===== config.mk =====
export PLATFORM = sky130hd
export DESIGN_NAME = adcss_seq
export DESIGN_NICKNAME = d
export VERILOG_FILES = /design/src/common/adcss_pkg.sv /design/src/rtl/adcss_seq.sv
export SDC_FILE = /design/constraint.sdc
export NUM_CORES = 1
export LEC_CHECK = 0
export BUFFER_PORTS_ARGS = -buffer_cell sky130_fd_sc_hd__clkbuf_2
export CORE_MARGIN = 5
export CORE_UTILIZATION = 35
export CTS_CLUSTER_DIAMETER = 50
export DETAILED_ROUTE_END_ITERATION = 8
export SLEW_MARGIN = 30
export SYNTH_ARGS = -nofsm -noshare
export SYNTH_HDL_FRONTEND = slang
export SYNTH_SLANG_ARGS = --single-unit
export TNS_END_PERCENT = 30

===== constraint.sdc =====
create_clock -name ref_clk -period 6.2 [get_ports ref_clk]
set_input_delay 0.62 -clock ref_clk [delete_from_list [all_inputs] [get_ports ref_clk]]
set_output_delay 0.62 -clock ref_clk [all_outputs]
set_load 0.01 [all_outputs]

===== src/common/adcss_pkg.sv =====
// Register map, field layouts and state types of the ADC scan sequencer
package adcss_pkg;
  localparam int NCH = 8;
  localparam int ADDR_W = 7;
  localparam int CMD_WRITE_BIT = 7;
  localparam int RES_W = 10;
  localparam logic [2:0] BIT_LAST = 3'h7;
  localparam logic [ADDR_W-1:0] ADDR_DATA_MAX = 7'h0F;
  localparam logic [ADDR_W-1:0] ADDR_MODE = 7'h10;
  localparam logic [ADDR_W-1:0] ADDR_CHAN = 7'h11;
  localparam logic [ADDR_W-1:0] ADDR_START = 7'h12;
  localparam logic [ADDR_W-1:0] ADDR_STATUS = 7'h13;

  typedef enum logic [1:0] {
    OP_IDLE = 2'h0, OP_SINGLE = 2'h1, OP_SCAN = 2'h2, OP_CONT = 2'h3
  } adcss_op_t;

  // Sequencer states, Gray coded along idle, convert, gap
  typedef enum logic [1:0] {
    SEQ_IDLE = 2'h0, SEQ_CONV = 2'h1, SEQ_GAP = 2'h3
  } adcss_seq_t;

  typedef struct packed {
    logic [2:0] rsvd;
    logic oscillator_select;
    logic irq_pin_enable;
    logic ten_bit;
    adcss_op_t mode;
  } adcss_mode_t;

  typedef struct packed {
    logic run_bit;
    logic [1:0] rsvd;
    logic pointer_load_bit;
    logic [2:0] pointer_field;
    logic lower_sel;
  } adcss_start_t;

  typedef struct packed {
    logic int_flag;
    logic scan_complete_flag;
    logic converting_flag;
    logic zero_hi;
    logic [2:0] channel_pointer;
    logic zero_lo;
  } adcss_status_t;

  typedef struct packed {
    logic result_valid_flag;
    logic overrun_flag;
    logic [3:0] zero;
    logic [1:0] msb;
  } adcss_upper_t;

  typedef struct packed {
    logic ce;
    logic sck;
    logic mosi;
  } adcss_spi_in_t;

  typedef struct packed {
    logic start;
    logic abort;
    logic [2:0] channel;
    logic ten_bit;
  } adcss_conv_req_t;

  typedef struct packed {
    logic done;
    logic [RES_W-1:0] data;
  } adcss_conv_rsp_t;

  typedef struct packed {
    adcss_spi_in_t sync1;
    adcss_spi_in_t sync2;
    logic sck_prev;
    logic [2:0] bitcnt;
    logic [7:0] shin;
    logic [7:0] shout;
    logic cmd_valid;
    logic cmd_write;
    logic [ADDR_W-1:0] addr;
    adcss_mode_t mode_select_reg;
    logic [NCH-1:0] channel_enable_reg;
    adcss_start_t start_pointer_reg;
    logic [2:0] channel_pointer;
    logic lower_sel;
    logic [NCH-1:0][RES_W-1:0] result;
    logic [NCH-1:0] result_valid_flag;
    logic [NCH-1:0] overrun_flag;
    logic int_flag;
    logic scan_complete_flag;
    logic run_bit;
    adcss_seq_t seq;
    logic [2:0] conv_ch;
    adcss_conv_req_t conv_req;
    logic irq_oe;
    logic miso;
    logic miso_oe;
    logic clk_en;
    logic osc_on;
  } adcss_state_t;

  localparam adcss_state_t ST_RESET = '0;
endpackage


===== src/rtl/adcss_seq.sv =====
// Scan sequencer, result store and serial register port of the ADC
`timescale 1ns/1ps
// How it works
// - 8-bit: lower register holds result, upper hidden
// - 8-bit reads advance to next enabled lower
// - 10-bit: two msbs upper, eight lsbs lower
// - 10-bit reads go upper, lower, next channel
// - Valid/overrun flags at upper bits seven/six
// - Valid sets on conversion, clears on read/config
// - Start pointer write keeps valid flags
// - Overrun on repeat conversion in modes one, three
// - Reset idle; idle aborts, releases interrupt pin
// - Idle stops converter clock and oscillator
// - Single mode: run write converts pointed channel
// - Single done: flags, pin, oscillator stop
// - Single mode read clears flag, starts next
// - Single scan converts enabled, ascending, wrapping, until all enabled valid
// - Scan: converting flag drops between channels
// - Scan end: interrupt, complete flag, oscillator off
// - Zero start write stops after current channel
// - Continuous scan wraps through enabled channels forever
// - Continuous: complete after pass, interrupt held off
// - Config writes, run/load writes, data reads abort
// - Enable bit per channel; disabled ones skipped
// - Load bit loads pointer from channel field
// - Complete flag clears on data read or config write
module adcss_seq (
  input wire logic ref_clk,
  input wire logic rst_n,
  input wire adcss_pkg::adcss_spi_in_t spi_in,
  output logic miso_q,
  output logic miso_oe_q,
  output logic irq_n_q,
  output logic irq_n_oe_q,
  output adcss_pkg::adcss_conv_req_t conv_req_q,
  input wire adcss_pkg::adcss_conv_rsp_t conv_rsp,
  output logic conv_clk_en_q,
  output logic osc_on_q
);
  import adcss_pkg::*;

  adcss_state_t s_q;
  adcss_state_t s_d;
  logic ce_s;
  logic sck_rise;
  logic byte_done;
  logic [7:0] rx_byte;
  logic wr_ev;
  logic ld_ev;
  logic rd_ev;
  logic [ADDR_W-1:0] rd_addr;
  logic rd_data;
  logic done_ev;
  adcss_start_t wr_start;

  // Next enabled channel above p, wrapping; p itself if none
  function automatic logic [2:0] next_chan(input logic [2:0] p,
                                           input logic [NCH-1:0] en);
    logic [2:0] c;
    logic found;
    c = p;
    found = 1'b0;
    next_chan = p;
    for (int i = 1; i < NCH; i++) begin
      c = p + 3'(i);
      if (!found && en[c]) begin
        next_chan = c;
        found = 1'b1;
      end
    end
  endfunction

  // Serial frame decode from the synchronised pins
  assign ce_s = s_q.sync2.ce;
  assign sck_rise = ce_s && s_q.sync2.sck && !s_q.sck_prev;
  assign byte_done = sck_rise && (s_q.bitcnt == BIT_LAST);
  assign rx_byte = {s_q.shin[6:0], s_q.sync2.mosi};
  assign wr_ev = byte_done && s_q.cmd_valid && s_q.cmd_write;
  // A read byte is loaded at the end of the byte before it but counts as
  // read only at its own first sck rise; a prefetch that ce cuts off
  // leaves flags, pointer and conversions alone
  assign ld_ev = byte_done && (s_q.cmd_valid ? !s_q.cmd_write
                                             : !rx_byte[CMD_WRITE_BIT]);
  assign rd_ev = sck_rise && s_q.cmd_valid && !s_q.cmd_write &&
                 (s_q.bitcnt == '0);
  assign rd_addr = s_q.cmd_valid ? s_q.addr : rx_byte[ADDR_W-1:0];
  assign rd_data = rd_ev && (s_q.addr <= ADDR_DATA_MAX);
  assign done_ev = (s_q.seq == SEQ_CONV) && conv_rsp.done;
  assign wr_start = adcss_start_t'(rx_byte);

  // Whole next state of the block
  always_comb begin
    logic [7:0] rd_val;
    logic [2:0] ch;
    logic all_done;
    logic abort;
    logic start;
    logic [2:0] start_ch;
    adcss_upper_t up;
    adcss_status_t st;
    rd_val = 8'h00;
    ch = s_q.conv_ch;
    all_done = 1'b0;
    abort = 1'b0;
    start = 1'b0;
    start_ch = s_q.channel_pointer;
    up = '0;
    st = '0;
    s_d = s_q;
    s_d.conv_req.start = 1'b0;
    s_d.conv_req.abort = 1'b0;
    // Two flip-flops on every pin before use
    s_d.sync1 = spi_in;
    s_d.sync2 = s_q.sync1;
    s_d.sck_prev = s_q.sync2.sck;

    // Value of the register being read
    up.result_valid_flag = s_q.result_valid_flag[s_q.channel_pointer];
    up.overrun_flag = s_q.overrun_flag[s_q.channel_pointer];
    up.msb = s_q.result[s_q.channel_pointer][RES_W-1:8];
    st.int_flag = s_q.int_flag;
    st.scan_complete_flag = s_q.scan_complete_flag;
    st.converting_flag = (s_q.seq == SEQ_CONV);
    st.channel_pointer = s_q.channel_pointer;
    if (rd_addr <= ADDR_DATA_MAX) begin
      if (s_q.mode_select_reg.ten_bit && !s_q.lower_sel) begin
        rd_val = up;
      end else begin
        rd_val = s_q.result[s_q.channel_pointer][7:0];
      end
    end else begin
      case (rd_addr)
        ADDR_MODE: rd_val = s_q.mode_select_reg;
        ADDR_CHAN: rd_val = s_q.channel_enable_reg;
        ADDR_START: rd_val = {s_q.start_pointer_reg[7:1], s_q.lower_sel};
        ADDR_STATUS: rd_val = st;
        default: rd_val = 8'h00;
      endcase
    end

    // Shift engine: sample on rise, load or shift out after it
    if (!ce_s) begin
      s_d.bitcnt = 3'h0;
      s_d.cmd_valid = 1'b0;
    end else if (sck_rise) begin
      s_d.shin = rx_byte;
      s_d.bitcnt = s_q.bitcnt + 3'h1;
      s_d.shout = {s_q.shout[6:0], 1'b0};
      if (byte_done && !s_q.cmd_valid) begin
        s_d.cmd_valid = 1'b1;
        s_d.cmd_write = rx_byte[CMD_WRITE_BIT];
        s_d.addr = rx_byte[ADDR_W-1:0];
      end
      if (ld_ev) begin
        s_d.shout = rd_val;
      end
    end

    // Host clears of flags come before hardware sets
    if (wr_ev && (s_q.addr == ADDR_MODE || s_q.addr == ADDR_CHAN)) begin
      s_d.result_valid_flag = '0;
      s_d.overrun_flag = '0;
      s_d.int_flag = 1'b0;
      s_d.scan_complete_flag = 1'b0;
      if (s_q.addr == ADDR_MODE) begin
        s_d.mode_select_reg = adcss_mode_t'(rx_byte);
      end else begin
        s_d.channel_enable_reg = rx_byte;
      end
      abort = 1'b1;
    end
    if (rd_ev && s_q.addr == ADDR_STATUS) begin
      s_d.int_flag = 1'b0;
    end
    if (rd_data) begin
      s_d.result_valid_flag[s_q.channel_pointer] = 1'b0;
      s_d.overrun_flag[s_q.channel_pointer] = 1'b0;
      s_d.int_flag = 1'b0;
      s_d.scan_complete_flag = 1'b0;
      abort = 1'b1;
      if (s_q.mode_select_reg.ten_bit && !s_q.lower_sel) begin
        s_d.lower_sel = 1'b1;
      end else begin
        s_d.lower_sel = 1'b0;
        s_d.channel_pointer = next_chan(s_q.channel_pointer,
                                        s_q.channel_enable_reg);
        if (s_q.mode_select_reg.mode == OP_SINGLE) begin
          start = 1'b1;
          start_ch = s_d.channel_pointer;
        end
      end
    end

    // Conversion finished: store, set flags, pick next step
    if (done_ev) begin
      s_d.result[ch] = conv_rsp.data;
      if (s_q.result_valid_flag[ch] &&
          (s_q.mode_select_reg.mode == OP_SINGLE ||
           s_q.mode_select_reg.mode == OP_CONT)) begin
        s_d.overrun_flag[ch] = 1'b1;
      end
      s_d.result_valid_flag[ch] = 1'b1;
      all_done = (s_d.result_valid_flag & s_q.channel_enable_reg) ==
                 s_q.channel_enable_reg;
      s_d.seq = SEQ_IDLE;
      case (s_q.mode_select_reg.mode)
        OP_SINGLE: begin
          s_d.int_flag = 1'b1;
          s_d.scan_complete_flag = s_d.scan_complete_flag | all_done;
        end
        OP_SCAN: begin
          if (s_q.run_bit) begin
            s_d.channel_pointer = next_chan(s_q.channel_pointer,
                                            s_q.channel_enable_reg);
            if (all_done) begin
              s_d.int_flag = 1'b1;
              s_d.scan_complete_flag = 1'b1;
              s_d.run_bit = 1'b0;
            end else begin
              s_d.seq = SEQ_GAP;
            end
          end
        end
        OP_CONT: begin
          if (all_done) begin
            s_d.scan_complete_flag = 1'b1;
          end
          if (s_q.run_bit) begin
            s_d.channel_pointer = next_chan(s_q.channel_pointer,
                                            s_q.channel_enable_reg);
            s_d.seq = SEQ_GAP;
          end
        end
        default: s_d.seq = SEQ_IDLE;
      endcase
    end else if (s_q.seq == SEQ_GAP && !abort) begin
      start = 1'b1;
      start_ch = s_q.channel_pointer;
    end

    // Start pointer write: load, run, abort, stop
    if (wr_ev && s_q.addr == ADDR_START) begin
      s_d.start_pointer_reg = wr_start;
      s_d.run_bit = wr_start.run_bit;
      // A stop may land in the gap: no further channel after it
      if (!wr_start.run_bit) begin
        start = 1'b0;
        if (s_d.seq == SEQ_GAP) begin
          s_d.seq = SEQ_IDLE;
        end
      end
      if (wr_start.pointer_load_bit) begin
        s_d.channel_pointer = wr_start.pointer_field;
        s_d.lower_sel = wr_start.lower_sel;
      end
      if (wr_start.run_bit || wr_start.pointer_load_bit) begin
        abort = 1'b1;
      end
      if (wr_start.run_bit &&
          s_q.mode_select_reg.mode != OP_IDLE) begin
        start = 1'b1;
        start_ch = s_d.channel_pointer;
      end
    end

    // Idle mode cancels any run
    if (s_d.mode_select_reg.mode == OP_IDLE) begin
      s_d.run_bit = 1'b0;
      abort = 1'b1;
      start = 1'b0;
    end

    // Sequencer moves decided by host actions win
    if (abort) begin
      s_d.seq = SEQ_IDLE;
      s_d.conv_req.abort = (s_q.seq != SEQ_IDLE);
    end
    if (start) begin
      s_d.seq = SEQ_CONV;
      s_d.conv_ch = start_ch;
      s_d.conv_req.start = 1'b1;
      s_d.conv_req.channel = start_ch;
    end
    s_d.conv_req.ten_bit = s_d.mode_select_reg.ten_bit;

    // Pin and clock outputs from the next state, miso_oe from the current one
    s_d.miso = s_d.shout[7];
    s_d.miso_oe = ce_s && s_q.cmd_valid && !s_q.cmd_write;
    s_d.irq_oe = s_d.int_flag && s_d.mode_select_reg.irq_pin_enable &&
                 (s_d.mode_select_reg.mode == OP_SINGLE ||
                  s_d.mode_select_reg.mode == OP_SCAN);
    s_d.clk_en = (s_d.seq != SEQ_IDLE);
    s_d.osc_on = s_d.clk_en &&
                 s_d.mode_select_reg.oscillator_select;
  end

  // State register with synchronous reset to idle
  always_ff @(posedge ref_clk) begin
    if (!rst_n) begin
      s_q <= ST_RESET;
    end else begin
      s_q <= s_d;
    end
  end

  // Outputs straight from flip-flops, except irq_n_q which is tied low
  assign miso_q = s_q.miso;
  assign miso_oe_q = s_q.miso_oe;
  assign irq_n_q = 1'b0; // Open drain: low whenever enabled
  assign irq_n_oe_q = s_q.irq_oe;
  assign conv_req_q = s_q.conv_req;
  assign conv_clk_en_q = s_q.clk_en;
  assign osc_on_q = s_q.osc_on;
endmodule // adcss_seq


After elaboration in Yosys (flattened, before gate mapping) --
Index checks and enable logic that the tools add are counted.
Word-level totals: bits in registers 171, input port bits 16, output and inout port bits 12, word-level logic and storage cells 352
Cells by class: $add $sub $neg 8, magnitude comparators 13, equal/unequal tests 18, muxes and demuxes 169, bitwise logic cells 9, reductions and logical operators 88
Operators with widths (number):
- $mux W3 | 32
- $mux W1 | 94
- $bwmux W80 | 1
- $eq A7 B5 Y1 const B | 8
- $logic_and A1 B1 Y1 | 44
- $mux W8 | 5
- $lt A3 B4 Y1 const B | 9
- $mux W18 | 2
- $pmux W8 S4 | 1
- $bmux W1 S3 | 10
- $bmux W10 S3 | 1
- $demux W10 S3 | 1
- $and A8 B8 Y8 | 3
- $logic_not A1 Y1 | 24
- $mux W21 | 1
- $mux W10 | 2
- $or A8 B8 Y8 | 2
- $le A7 B4 Y1 const B | 2
- $reduce_and A2 Y1 | 7
- $mux W13 | 1
- $add A3 B3 Y3 const B | 4
- $mux W4 | 3
- $eq A2 B2 Y1 const B | 5
- $mux W2 | 5
- other kinds (23) | 38

Depth between registers and ports, before layout --
word-level depth 49, gate-level depth with buffers 14

Least setup slack after synthesis --
No wires, ideal clock.
kind reg2reg, start register s_q[116] in the netlist's numbering, end register s_q, in the netlist conv_req_q[2], setup time 74 ps, data arrival time 3529 ps, slack 2597 ps, stages on the path, launching flop included 15, cells stage by stage dfxtp_1 -> buf_6 -> buf_2 -> buf_2 -> inv_1 -> ha_1 -> buf_6 -> mux4_2 -> and2_1 -> or2_1 -> o21ai_1 -> mux2i_1 -> o311a_1 -> or4_1 -> a31oi_1
Between the ends: word-level cells in the longest chain between the ends 46, elaborated cells between the ends (all ways) 153
RTL lines:
- from (decl) | RTL line adcss_seq.sv:42 | adcss_state_t s_q;
- from (signal assigned) | RTL line adcss_seq.sv:300 | s_q <= ST_RESET;
- from (signal assigned) | RTL line adcss_seq.sv:302 | s_q <= s_d;
- $add A3 B1 Y3 | RTL line adcss_seq.sv:65 | c = p + 3'(i);
- $bmux W1 S3 | RTL line adcss_seq.sv:66 | if (!found && en[c]) begin
- $mux W1 (not written as such) | RTL line adcss_seq.sv:66
- $mux W1 | RTL line adcss_seq.sv:66
- $mux W1 | RTL line adcss_seq.sv:212, adcss_seq.sv:228
- $mux W1 | RTL line adcss_seq.sv:206 | case (s_q.mode_select_reg.mode)
- $mux W1 | RTL line adcss_seq.sv:195 | if (done_ev) begin
- $logic_not A1 Y1 | RTL line adcss_seq.sv:66
- (+30 left out)
- $logic_and A1 B1 Y1 | RTL line adcss_seq.sv:66
- $mux W3 | RTL line adcss_seq.sv:66
- $mux W3 (on tied branches) | RTL line adcss_seq.sv:228, adcss_seq.sv:212
- $pmux W3 S2 | RTL line adcss_seq.sv:206
- $mux W3 | RTL line adcss_seq.sv:195
- $mux W4 | RTL line adcss_seq.sv:252 | if (wr_start.pointer_load_bit) begin
- $mux W3 | RTL line adcss_seq.sv:259 | if (wr_start.run_bit &&
- $mux W3 (*) | RTL line adcss_seq.sv:242 | if (wr_ev && s_q.addr == ADDR_START) begin
Every way passes the cells marked *; elsewhere a longest branch is shown, timed or not. The select of a mux whose other input is x is not followed. A chain may end at the register's enable or synchronous reset.

Worst setup path in the final report --
start register s_q[151] in the netlist's numbering, end register s_q, in the netlist conv_req_q[3]
Between the ends: word-level cells in the longest chain between the ends 13, elaborated cells between the ends (all ways) 32
RTL lines:
- $logic_and A1 B1 Y1 (on tied branches) (2 in a row) | RTL line adcss_seq.sv:78, adcss_seq.sv:84
- $logic_and A1 B1 Y1 (on tied branches) | RTL line adcss_seq.sv:160, adcss_seq.sv:84
- $mux W1 or $logic_and A1 B1 Y1 (tied branches) | RTL line adcss_seq.sv:160, adcss_seq.sv:87
- $mux W1 | RTL line adcss_seq.sv:175 | if (rd_data) begin
- $logic_not A1 Y1 | RTL line adcss_seq.sv:236 | end else if (s_q.seq == SEQ_GAP && !abort) begin
- $logic_and A1 B1 Y1 | RTL line adcss_seq.sv:236
- $mux W1 | RTL line adcss_seq.sv:236
- $mux W1 | RTL line adcss_seq.sv:195
- $mux W1 | RTL line adcss_seq.sv:246 | if (!wr_start.run_bit) begin
- $mux W1 | RTL line adcss_seq.sv:259
- $mux W1 | RTL line adcss_seq.sv:242
- $mux W1 | RTL line adcss_seq.sv:267 | if (s_d.mode_select_reg.mode == OP_IDLE) begin
Parallel ways exist; a longest one is shown, timed or not. The select of a mux whose other input is x is not followed.

==> results.md <==
- Top FF cell, synth: dfxtp_1
- Routability congestion estimate: 0.909
- Fmax: 0.217 GHz
- Post-route ant nets: 0
- Leak: 3.34 nW
- Outcome: complete, no violations
- Most common cell in the netlist: dfxtp_1
- Final Setup Violations: 0
- Clock share of power: 0.487
- Worst path bufs/invs: 0
- Hold WS: 0.405 ns
- DRC: 0
- NumNets Final: 992
- TritonCTS buffer count: 17
- Worst Reg2Reg Path Length in Cells: 10
- H-tree depth: 4
- Setup TNS: 0 ns
- Largest family of logic cells by synthesized area: simple AND/OR/NAND/NOR gates
- Global Route Usage Sum: 0.172
- Final WL: 24400 µm
- Leading area contributor after synthesis: dfxtp_1
- Worst Hold End: s_d[174]$_SDFF_PN0_
- Critical Path Fanout Max: 21
- Fraction of layout cells with a size suffix above 1: 0.130
- Synth Area in Compound Gates: 0.138
- Top cell type's share of synthesized area: 0.391
- Min setup slack post-route: 1.59 ns
- Launch instance of the worst register-to-register path: s_q[151]$_SDFFE_PN0P_
- Post-synth EDFFs: 0
- Relative slew slack: 0.309
- Max_cap viols: 0
- Area growth syn-to-layout: 10.0%
- Initial core utilization: 0.358
- VDD IR max: 0.171 mV
- Worst-Skew Late Latency: 0.44 ns
- Synth Register Bits: 171
- Multi-input logic area: 4930 µm²
- Switching part of the total power: 0.238
- Internal reg-to-reg setup slack: 1.59 ns
- First-pass DRT Iterations: 6
- Worst Clk Skew: 0.0137 ns
- Mux contribution to synthesized area: 0.196
- Pint: 0.00169 W
- Largest net degree at the start of global routing: 81
- Boundary pin count: 28
- Ant. Diodes: 0
- Vias post-DR: 7284
- Clock Tree Root: clkbuf_16
- First-pass GRT wire length: 38800 µm
- Yosys warnings: 0
- CP startpoint kind: flop
- Worst Tran Pin Value: 1.01 ns
- Port Buffers: 26
- Final slew viol count: 0
- CP max stage cell: nor2_1
- WL/cell: 18.8 µm
- Hold WC Path Type: input pin to flop
- DRT iter0 DRCs: 703
- Vias in the first global route: 6760
- Filler cell count in the final layout: 2455
- Hpwl dp: 16400 µm
- CP delay by family, top: simple AND/OR/NAND/NOR gates
- CTS Hold Bufs: 0
- CORE AREA: 24500 µm²
- Storage element area: 3420 µm²
- Clk pin slew, worst setup/hold paths: 0.07 ns
- Share of power burned in registers: 0.497
- Initial antenna violation count: 0
- Chip Width: 168 µm
- Top cell by count, worst path: nor2_1
- Async S/R FF share, synth: 0
- WHS Path Cells: 2
- Sw power: 0.000528 W
- Synth area leaders: dfxtp_1 (39%), mux4_2 (10%), mux2i_1 (8.0%), nand2_1 (6.4%), a21oi_1 (5.1%)
- CP Cell Sequence: and3b_1 -> nand4_1 -> nor2_1 -> mux2i_1 -> ha_1 -> a311oi_2 -> nor2_1 -> a2111oi_1 -> a21oi_1 -> o21a_1
- Post-synthesis sequential area ratio: 0.391
- Clock Path Buffers: 2
- FF-to-FF End: conv_req_q[3]$_SDFFE_PN0P_
- Crit path largest cell delay: 0.88 ns
- Unrepaired setup endpoints after global routing: false
- Worst setup EP type: flop
- Tcrit/Tclk final: 0.743
- Hold Startpoint: spi_in[2]
- CTS tree: done
- Syn avg cell area: 8.88 µm²
- Crit path time final: 4.61 ns
- Pre-CTS setup slack: 1.70 ns
- Total gr overflow: 0
- Die area: 28300 µm²
- Syn Nets: 1015
- Die H: 168 µm
- WS Path Type: flop to flop
- Hold Fails Final Rpt: 0
- Combinational share of power: 0.017
- Post-synthesis xor/xnor area fraction: 0.00586
- Most common library cells after synthesis: dfxtp_1 (171), nand2_1 (150), nor2_1 (115)
- Final Power: 0.00222 W
- Num rows: 57
- CTS resizes: 0
- CP required: 6.53 ns
- Clk sinks: 171
- Netlist cell types: 76
- Worst Path Arrival: 4.94 ns
- Setup Buffers After CTS: 0
- Synth Area in Simple Gates: 0.202
- Netlist Area Pre-Place: 8750 µm²
- PwrDens: 230 nW/µm²
- Synth Instances: 985
- Adder-cell share of the synthesized area: 0.0200
- Vias per cell: 5.61
[cell families (layout without fill, tap and decap cells)]
logic type	after synthesis	count (layout)
xor+xnor	5	5
buf+inv	95	85
mux	117	117
other cells	1	1
flops	171	171
fa+ha+maj	14	14
simple gates	389	389
compound gates	193	193
[registers in the layout, indices dropped and copies added, names as in the netlist]
register,cells
conv_clk_en_q,1
conv_req_q,6
miso_oe_q,1
s_q,148
rx_byte,8
ce_s,1
irq_n_oe_q,1
osc_on_q,1
s_d,4
[how the worst max path moves through the flow]
stage                                startpoint                         end  slack, ns  cells after the start
after global routing      s_q[151]$_SDFFE_PN0P_  conv_req_q[3]$_SDFFE_PN0P_       1.14                     10
after floorplan             s_q[116]$_SDFF_PN0_  conv_req_q[2]$_SDFFE_PN0P_       2.60                     14
final                     s_q[151]$_SDFFE_PN0P_  conv_req_q[3]$_SDFFE_PN0P_       1.59                     10
after global placement    s_q[151]$_SDFFE_PN0P_  conv_req_q[3]$_SDFFE_PN0P_       1.83                     10
after detailed placement  s_q[151]$_SDFFE_PN0P_  conv_req_q[3]$_SDFFE_PN0P_       1.70                     10
after CTS                 s_q[151]$_SDFFE_PN0P_  conv_req_q[3]$_SDFFE_PN0P_       1.68                     10
[stage by stage]
step,util,cells,cell area [µm²]
final,0.394,1299,9630
after global routing,0.394,1299,9630
after CTS,0.393,1299,9620
after detailed placement,0.369,1267,9030
after global placement,0.369,1267,9030
after floorplan,-,985,8750
[final cells by class]
| type | instances | area share |
|---|---|---|
| sequential | 171 | 0.356 |
| inverter | 16 | 0.00650 |
| tap | 324 | 0.0421 |
| clock inverter | 14 | 0.0157 |
| clock buffer | 18 | 0.0456 |
| timing repair buffer | 37 | 0.0221 |
| multi-input combinational | 719 | 0.512 |
[cells in the final DEF, fill, tap and decap left out, drive strengths merged, types with 6 or more instances in the layout]
master	instances
dfxtp	171
nand2	150
nor2	116
a21oi	90
mux2i	72
clkbuf	44
mux4	41
o21ai	25
inv	24
and2	20
nand3	20
ha	14
nor3	14
nand4	12
nor2b	12
buf	11
nand2b	10
a31oi	10
and3	10
a211oi	8
o211ai	8
a22oi	6
or2	6
[routing by layer]
layer  track usage  vias up  wire length, µm
li1              -     3463                -
met1         0.250     3542            11300
met2         0.265      247            11200
met3        0.0256       32             1430
met4        0.0522        0              435
met5             0        -                0
[power groups by stage]
stage | clock network, W | registers (W) | logic (W)
after detailed placement | 0 | 0.00113 | 0.0000374
final | 0.00108 | 0.00110 | 0.0000371
after floorplan | 0 | 0.00113 | 0.0000264
after global routing | 0.00114 | 0.00110 | 0.0000412
after CTS | 0.00109 | 0.00110 | 0.0000374
after global placement | 0 | 0.00113 | 0.0000373
No activity file was read; power rests on OpenSTA's default activity.
